===== config.mk =====
export PLATFORM = sky130hd
export DESIGN_NAME = atacbd_decoder
export DESIGN_NICKNAME = d
export VERILOG_FILES = /design/src/shared/atacbd_pkg.sv /design/src/rtl/atacbd_decoder.sv /design/src/rtl/atacbd_count_check.sv
export VERILOG_INCLUDE_DIRS = /design/src /design/src/shared
export SDC_FILE = /design/constraint.sdc
export NUM_CORES = 1
export LEC_CHECK = 0
export BUFFER_PORTS_ARGS = -buffer_cell sky130_fd_sc_hd__buf_2
export CAP_MARGIN = 10
export CORE_MARGIN = 1
export CORE_UTILIZATION = 45
export DETAILED_ROUTE_END_ITERATION = 8
export GPL_ROUTABILITY_DRIVEN = 0
export GPL_TIMING_DRIVEN = 0
export PLACE_DENSITY_LB_ADDON = 0.05
export SLEW_MARGIN = 40
export SYNTH_ARGS = -nofsm -noshare
export SYNTH_HDL_FRONTEND = slang
export SYNTH_SLANG_ARGS = --single-unit

===== constraint.sdc =====
create_clock -name clock -period 13.4 [get_ports clock]
set_input_delay 3.35 -clock clock [delete_from_list [all_inputs] [get_ports clock]]
set_output_delay 3.35 -clock clock [all_outputs]
set_load 0.005 [all_outputs]

===== src/shared/atacbd_regs.svh =====
`ifndef ATACBD_REGS_SVH
`define ATACBD_REGS_SVH
// Byte positions inside the 16-byte pass-through block
`define ATACBD_OFS_ACTION 4'h2
`define ATACBD_OFS_SELECT 4'h3
`define ATACBD_OFS_COUNT 4'h4
`define ATACBD_OFS_WDATA 4'h5
`define ATACBD_OFS_RSVD 4'hD
// Action byte field position
`define ATACBD_BIT_READBACK 0
// Sector size in bytes
`define ATACBD_SECTOR_BYTES 16'h0200
// Count value 0 stands for this many sectors
`define ATACBD_ZERO_SECTORS 9'h100
// Taskfile port addresses in select-bit order
`define ATACBD_ADDR_CTL 10'h3F6
`define ATACBD_ADDR_BASE 10'h1F0
`define ATACBD_RB_BYTES 4'h8
`endif


===== src/shared/atacbd_pkg.sv =====
package atacbd_pkg;
  typedef enum logic [1:0] {
    ATACBD_IDLE = 2'h0,
    ATACBD_RUN = 2'h1,
    ATACBD_DONE = 2'h3
  } atacbd_state_type;

  // One taskfile access request toward the drive side
  typedef struct packed {
    logic valid;
    logic write;
    logic [9:0] addr;
    logic [7:0] data;
    logic [2:0] index;
  } atacbd_tf_req_type;

  // Decode result of one block
  typedef struct packed {
    logic ok;
    logic fail;
    logic readback_only;
    logic [8:0] sectors;
  } atacbd_result_type;
endpackage


===== src/rtl/atacbd_decoder.sv =====
`timescale 1ns/10ps
`include "atacbd_regs.svh"
module atacbd_decoder (
  input wire logic clock,
  input wire logic rst_n,
  input wire logic clk_en,
  input wire logic start,
  input wire logic [127:0] ata_passthrough_block,
  output atacbd_pkg::atacbd_tf_req_type tf_req,
  input wire logic tf_ack,
  input wire logic [7:0] tf_rdata,
  output logic [63:0] readback_bytes,
  output atacbd_pkg::atacbd_result_type result,
  output logic done,
  output logic busy,
  output logic reserved_nonzero
);
  // Reset synchroniser stages
  logic rst_s1_q, rst_s1_d;
  logic rst_s2_q, rst_s2_d;
  // Sequencer state and the block fields kept for the run
  atacbd_pkg::atacbd_state_type state_q, state_d;
  logic [2:0] idx_q, idx_d;
  logic [7:0] taskfile_select_mask_q, taskfile_select_mask_d;
  logic [63:0] taskfile_write_bytes_q, taskfile_write_bytes_d;
  logic [63:0] rb_q, rb_d;
  logic rdonly_q, rdonly_d;
  atacbd_pkg::atacbd_result_type res_q, res_d;
  logic rsvd_q, rsvd_d;
  // Registered request toward the drive side
  atacbd_pkg::atacbd_tf_req_type req_q, req_d;
  // Count decode and raw fields of the incoming block
  logic count_legal;
  logic [8:0] count_sectors;
  logic [7:0] action_control_byte;
  logic [7:0] sectors_per_block_byte;

  // Byte n of the block sits at bits [8n+7:8n]
  function automatic logic [7:0] blk_byte(input logic [127:0] blk, input logic [3:0] n);
    blk_byte = blk[{n, 3'h0} +: 8];
  endfunction

  // Taskfile address for a select-bit position
  function automatic logic [9:0] tf_addr(input logic [2:0] i);
    tf_addr = (i == 3'h0) ? `ATACBD_ADDR_CTL : (`ATACBD_ADDR_BASE + {7'h00, i});
  endfunction

  // Lowest selected bit at or above a position
  function automatic logic [3:0] next_sel(input logic [7:0] m, input logic [3:0] from);
    next_sel = 4'h8;
    for (int k = 7; k >= 0; k--) begin
      if (m[k] && (4'(k) >= from)) begin
        next_sel = 4'(k);
      end
    end
  endfunction

  // Layout guards: an edited header must keep the count, write and reserved byte fields back to back
  if (`ATACBD_OFS_WDATA + `ATACBD_RB_BYTES != `ATACBD_OFS_RSVD) begin : g_layout_check
    $error("Write bytes and reserved bytes overlap");
  end
  if (`ATACBD_OFS_COUNT + 4'h1 != `ATACBD_OFS_WDATA) begin : g_count_check
    $error("Count byte does not precede the write bytes");
  end

  // Synchroniser next values; only the second stage feeds the rest of the block
  always_comb begin
    rst_s1_d = 1'b1;
    rst_s2_d = rst_s1_q;
  end

  // Reset released through two flops to avoid release metastability
  always_ff @(posedge clock or negedge rst_n) begin
    if (!rst_n) begin
      rst_s1_q <= 1'b0;
      rst_s2_q <= 1'b0;
    end else begin
      rst_s1_q <= rst_s1_d;
      rst_s2_q <= rst_s2_d;
    end
  end

  // Raw fields, meaningful only while start is high
  assign action_control_byte = blk_byte(ata_passthrough_block, `ATACBD_OFS_ACTION);
  assign sectors_per_block_byte = blk_byte(ata_passthrough_block, `ATACBD_OFS_COUNT);

  atacbd_count_check u_count (
    .count_byte(sectors_per_block_byte),
    .legal(count_legal),
    .sectors(count_sectors)
  );

  // Sequencer next state
  always_comb begin
    logic [3:0] nxt;
    nxt = 4'h8;
    // Hold every value unless a branch below moves it
    state_d = state_q;
    idx_d = idx_q;
    taskfile_select_mask_d = taskfile_select_mask_q;
    taskfile_write_bytes_d = taskfile_write_bytes_q;
    rb_d = rb_q;
    rdonly_d = rdonly_q;
    res_d = res_q;
    rsvd_d = rsvd_q;
    case (state_q)
      // Block taken only here; a start while busy is ignored
      atacbd_pkg::ATACBD_IDLE: begin
        if (start) begin
          taskfile_select_mask_d = blk_byte(ata_passthrough_block, `ATACBD_OFS_SELECT);
          taskfile_write_bytes_d = ata_passthrough_block[`ATACBD_OFS_WDATA*8 +: 64];
          rdonly_d = action_control_byte[`ATACBD_BIT_READBACK];
          rsvd_d = |ata_passthrough_block[127:`ATACBD_OFS_RSVD*8];
          rb_d = 64'h0;
          res_d.sectors = count_sectors;
          res_d.readback_only = action_control_byte[`ATACBD_BIT_READBACK];
          res_d.ok = 1'b0;
          res_d.fail = 1'b0;
          // First selected register, or 8 when the mask is empty
          nxt = next_sel(blk_byte(ata_passthrough_block, `ATACBD_OFS_SELECT), 4'h0);
          // Readback never transfers data, so the count is not checked then
          if (!count_legal && !action_control_byte[`ATACBD_BIT_READBACK]) begin
            res_d.fail = 1'b1;
            state_d = atacbd_pkg::ATACBD_DONE;
          end else if (nxt[3]) begin
            res_d.ok = 1'b1;
            state_d = atacbd_pkg::ATACBD_DONE;
          end else begin
            idx_d = nxt[2:0];
            state_d = atacbd_pkg::ATACBD_RUN;
          end
        end
      end
      // Advance on each acknowledge
      atacbd_pkg::ATACBD_RUN: begin
        if (tf_ack) begin
          if (rdonly_q) begin
            rb_d[{idx_q, 3'h0} +: 8] = tf_rdata;
          end
          // Next selected register above the one just served
          nxt = next_sel(taskfile_select_mask_q, {1'b0, idx_q} + 4'h1);
          if (nxt[3]) begin
            res_d.ok = 1'b1;
            state_d = atacbd_pkg::ATACBD_DONE;
          end else begin
            idx_d = nxt[2:0];
          end
        end
      end
      // Result strobe lasts one cycle
      atacbd_pkg::ATACBD_DONE: begin
        state_d = atacbd_pkg::ATACBD_IDLE;
      end
      default: begin
        state_d = atacbd_pkg::ATACBD_IDLE;
      end
    endcase
  end

  // State registers, frozen while clock enable is low
  always_ff @(posedge clock or negedge rst_s2_q) begin
    if (!rst_s2_q) begin
      state_q <= atacbd_pkg::ATACBD_IDLE;
      idx_q <= 3'h0;
      taskfile_select_mask_q <= 8'h00;
      taskfile_write_bytes_q <= 64'h0;
      rb_q <= 64'h0;
      rdonly_q <= 1'b0;
      res_q <= '0;
      rsvd_q <= 1'b0;
    end else if (clk_en) begin
      state_q <= state_d;
      idx_q <= idx_d;
      taskfile_select_mask_q <= taskfile_select_mask_d;
      taskfile_write_bytes_q <= taskfile_write_bytes_d;
      rb_q <= rb_d;
      rdonly_q <= rdonly_d;
      res_q <= res_d;
      rsvd_q <= rsvd_d;
    end
  end

  // Request built from next values so the flopped copy lines up with the state
  always_comb begin
    req_d.valid = (state_d == atacbd_pkg::ATACBD_RUN);
    req_d.write = !rdonly_d;
    req_d.addr = tf_addr(idx_d);
    req_d.data = rdonly_d ? 8'h00 : taskfile_write_bytes_d[{idx_d, 3'h0} +: 8];
    req_d.index = idx_d;
  end

  // Request held until acknowledged; only selected bytes ever reach the bus
  always_ff @(posedge clock or negedge rst_s2_q) begin
    if (!rst_s2_q) begin
      req_q.valid <= 1'b0;
      req_q.write <= 1'b1;
      req_q.addr <= `ATACBD_ADDR_CTL;
      req_q.data <= 8'h00;
      req_q.index <= 3'h0;
    end else if (clk_en) begin
      req_q <= req_d;
    end
  end

  // Data outputs come from flops; done and busy are decoded from the state
  assign tf_req = req_q;
  assign readback_bytes = rb_q;
  assign result = res_q;
  assign done = (state_q == atacbd_pkg::ATACBD_DONE);
  assign busy = (state_q != atacbd_pkg::ATACBD_IDLE);
  assign reserved_nonzero = rsvd_q;
endmodule


===== src/rtl/atacbd_count_check.sv =====
`timescale 1ns/10ps
`include "atacbd_regs.svh"
module atacbd_count_check (
  input wire logic [7:0] count_byte,
  output logic legal,
  output logic [8:0] sectors
);
  // Legal set is zero or a single set bit
  always_comb begin
    legal = (count_byte == 8'h00) || ((count_byte & (count_byte - 8'h01)) == 8'h00);
    sectors = (count_byte == 8'h00) ? `ATACBD_ZERO_SECTORS : {1'b0, count_byte};
  end
endmodule


==> results.tsv <==
stage	metric	value	unit
timing	fin crit share	45.2	%
logic_synthesis	Synth cell types	61	
status	outcome	finished clean	
timing	final setup violation count	0	
clock_network	cts repair resizes	0	
job	Maximum Capacitance Violations	0	
power	Pwr per Cell Area	223	mW/mm^2
power	Max VDD drop	0.113	mV
route	router iterations before antenna repair	5	
die	I/O pin count	243	
logic_synthesis	Synth top cells by count	nand2_1 (273), dfrtp_1 (166), a32o_1 (44)	
die	row count	48	
clock_network	Clock Latency Late Sink	430	ps
timing	post-route setup slack	7340	ps
clock_network	Sink Count	170	
timing	Worst Max-Slew Pin Slew	818	ps
setup_path	crit-path most repeated cell	buf_2	
clock_network	number of H-tree levels	4	
global_routing	initial antenna violation count	1	
clock_network	setup bufs post-CTS	0	
logic_synthesis	Syn Std Cell Area	0.00818	sq mm
global_routing	Overall Global Routing Usage	26.1	%
setup_path	crit path max fanout	10	
die	core area	0.0175	sq mm
global_routing	global-route wire length before repair	36600	um
route	DRC viols	0	
logic_synthesis	post-synthesis mux area share	8.57	%
placed_design	pre-CTS setup slack	6930	ps
logic_synthesis	post-synthesis simple-gate area fraction	19.8	%
route	initial DRC count	461	
timing	Max Clk Rate	165	MHz
layout	synthesis-to-layout area growth	25.3	%
logic_synthesis	EDFF count, synth	0	
route	Routed Antenna Nets	0	
setup_path	cells on worst reg2reg path	15	
route	DR vias	7020	
placed_design	Detailed Place HPWL	17500	um
logic_synthesis	Main synth FF type	dfrtp_1	
setup_path	reg2reg start	tf_req[11]	
logic_synthesis	area share of fa/ha/maj cells after synthesis	0.918	%
timing	Rel. slew slack	45.0	%
die	Starting Density	46.6	%
timing	RSZ-0062 raised after global routing	no	
global_routing	total gr overflow	0	
timing	Slew Limit Fails	0	
timing	Final Hold Vio Count	0	
layout	# nets final	1183	
clock_network	Clock Path Buffers	2	
clock_network	cts bufs inserted	17	
setup_path	Reg-to-Reg End	tf_req[5]	
route	vias per inst	5.51	
logic_synthesis	Synth Area in Compound Gates	15.0	%
setup_path	Largest stage delay, worst path	490	ps
logic_synthesis	most frequent cell after synthesis	nand2_1	
die	die width	137	um
worst_hold_path	HP Class	reg -> async	
layout	share of layout cells above drive strength 1	30.1	%
logic_synthesis	Avg Inst Size Synth	10.2	sq um
clock_network	CTS tree	done	
logic_synthesis	Post-Syn Instances	801	
setup_path	CP max-delay cell	a2111oi_0	
setup_path	crit path capture type	flop	
timing	hold slack	275	ps
placed_design	IO buf count	207	
timing	setup TNS	0	ps
clock_network	clock-pin slew on the worst setup and hold paths	70	ps
timing	post-route minimum period	6060	ps
route	Avg WL per Cell	18.5	um
clock_network	Hold Buf Count CTS	0	
logic_synthesis	Seq/Total Area, Yosys	52.1	%
setup_path	Critical Path Start Type	input port	
logic_synthesis	Post-Synth XOR/XNOR Area	0.107	%
logic_synthesis	Synth area leader	dfrtp_1	
logic_synthesis	Async S/R FF share, synth	100	%
global_routing	largest net degree at the start of global routing	39	
route	Routed WL	23500	um
logic_synthesis	FF+latch count, synth	170	
die	Die Y	137	um
setup_path	Critical Path AT	6360	ps
setup_path	CP Data Required Time	13700	ps
clock_network	CTS root buf	clkbuf_16	
logic_synthesis	synth warn	0	
logic_synthesis	Synth top area share	50.8	%
setup_path	crit-path cells	buf_2 > nor4_4 > a21oi_2 > a22o_1 > a2111oi_0 > a31oi_1 > nand2_2 > buf_4 > buf_2 > mux4_2 > a22oi_1 > nand3_1	
setup_path	R2R Setup Slk	8950	ps
logic_synthesis	largest cells by area after synthesis	dfrtp_1 (51%), nand2_1 (13%), mux4_2 (6.6%)	
layout	# diodes	0	
logic_synthesis	largest family of logic cells by synthesized area	simple AND/OR/NAND/NOR gates	
global_routing	vias in the first global route	6726	
power	Leakage Power	5.14	nW
timing	Clock Skews	8.51	ps
setup_path	CP Class	in -> reg	
die	Die ar.	0.0187	sq mm
[cell families after synthesis]
group,Yosys count
DFF,170
muxes,40
other,2
and+or+nand+nor,375
AOI/OAI and AO/OA,144
adders and majority gates,6
buffers and inverters,63
xor gates and xnor gates,1
[metrics by stage]
| step | cell area [sq um] | instances | util (%) | power, mW |
|---|---|---|---|---|
| finish | 10200 | 1274 | 58.4 | 2.28 |
| global route | 10200 | 1274 | 58.4 | 2.43 |
| CTS | 10200 | 1274 | 58.4 | 2.29 |
| detailed placement | 9630 | 1242 | 54.9 | 1.77 |
| global placement | 9510 | 1238 | 54.3 | 1.74 |
| floorplan | 8200 | 806 | - | 1.44 |
[state kept, by name (all words and copies together) (netlist names)]
signal,cells
readback_bytes,64
taskfile_write_bytes_q,64
tf_req,16
result,12
taskfile_select_mask_q,8
state_q,2
rdonly_q,1
reserved_nonzero,1
rst_s1_q,1
rst_s2_q,1
[critical path: cells and delay by family]
kind            cells  cell delay, ps
buf+inv             3             710
compound gates      5            1250
mux                 1             360
simple gates        3             680
[cells in the final DEF, fill, tap and decap left out, types with 3 or more instances in the layout]
| cell | n |
|---|---|
| a22o_1 | 23 |
| clkbuf_16 | 17 |
| a32o_1 | 44 |
| dfrtp_1 | 165 |
| and3_1 | 3 |
| o221a_2 | 7 |
| nor2_1 | 23 |
| buf_12 | 4 |
| clkinvlp_4 | 4 |
| o21ai_1 | 10 |
| mux2i_1 | 16 |
| clkbuf_1 | 31 |
| ha_1 | 6 |
| dfstp_2 | 4 |
| and2_1 | 4 |
| buf_1 | 7 |
| mux4_2 | 24 |
| buf_4 | 9 |
| nand2_1 | 273 |
| nor2b_1 | 3 |
| nand2b_1 | 17 |
| inv_1 | 10 |
| nor4_1 | 7 |
| nand3_1 | 18 |
| bufinv_16 | 3 |
| a21oi_1 | 8 |
| buf_2 | 212 |
| a22oi_1 | 7 |
| o21ai_0 | 17 |
| nor3_2 | 5 |
| nor4_2 | 3 |
| conb_1 | 7 |
| a31oi_1 | 3 |
| nor3_1 | 7 |
[where the power goes]
part           leakage (nW)  internal, mW  switching [mW]
clock                 0.291         0.306           0.216
sequential             2.19         0.714           0.119
combinational          2.66         0.420           0.509
[metal layers]
| layer | up-vias | routed length, um | global-route usage, % |
|---|---|---|---|
| li1 | 3301 | - | - |
| met1 | 3401 | 10200 | 35.0 |
| met2 | 280 | 11300 | 42.8 |
| met3 | 36 | 1630 | 4.81 |
| met4 | 2 | 423 | 8.73 |
| met5 | - | 13 | 0 |
[worst max-delay path by stage]
stage	start	endpoint	slack, ps	cells after the start
final	ata_passthrough_block[36]	tf_req[5]	7340	12
after global routing	ata_passthrough_block[36]	tf_req[5]	7080	12
after CTS	ata_passthrough_block[36]	tf_req[5]	7380	12
after detailed placement	ata_passthrough_block[36]	tf_req[4]	6930	12
after global placement	rst_s2_q	taskfile_write_bytes_q[28]	6130	0
after floorplan	ata_passthrough_block[36]	tf_req[9]	7690	9
[area by class of cell]
type | count | area, sq um
clock inverter | 12 | 163
buffer | 53 | 248
multi-input combinational | 573 | 3680
fill | 1554 | 7290
clock buffer | 20 | 457
tap | 225 | 282
inverter | 10 | 37.5
sequential | 170 | 4260
timing repair buffer | 211 | 1120
No activity file was read; power rests on OpenSTA's default activity.
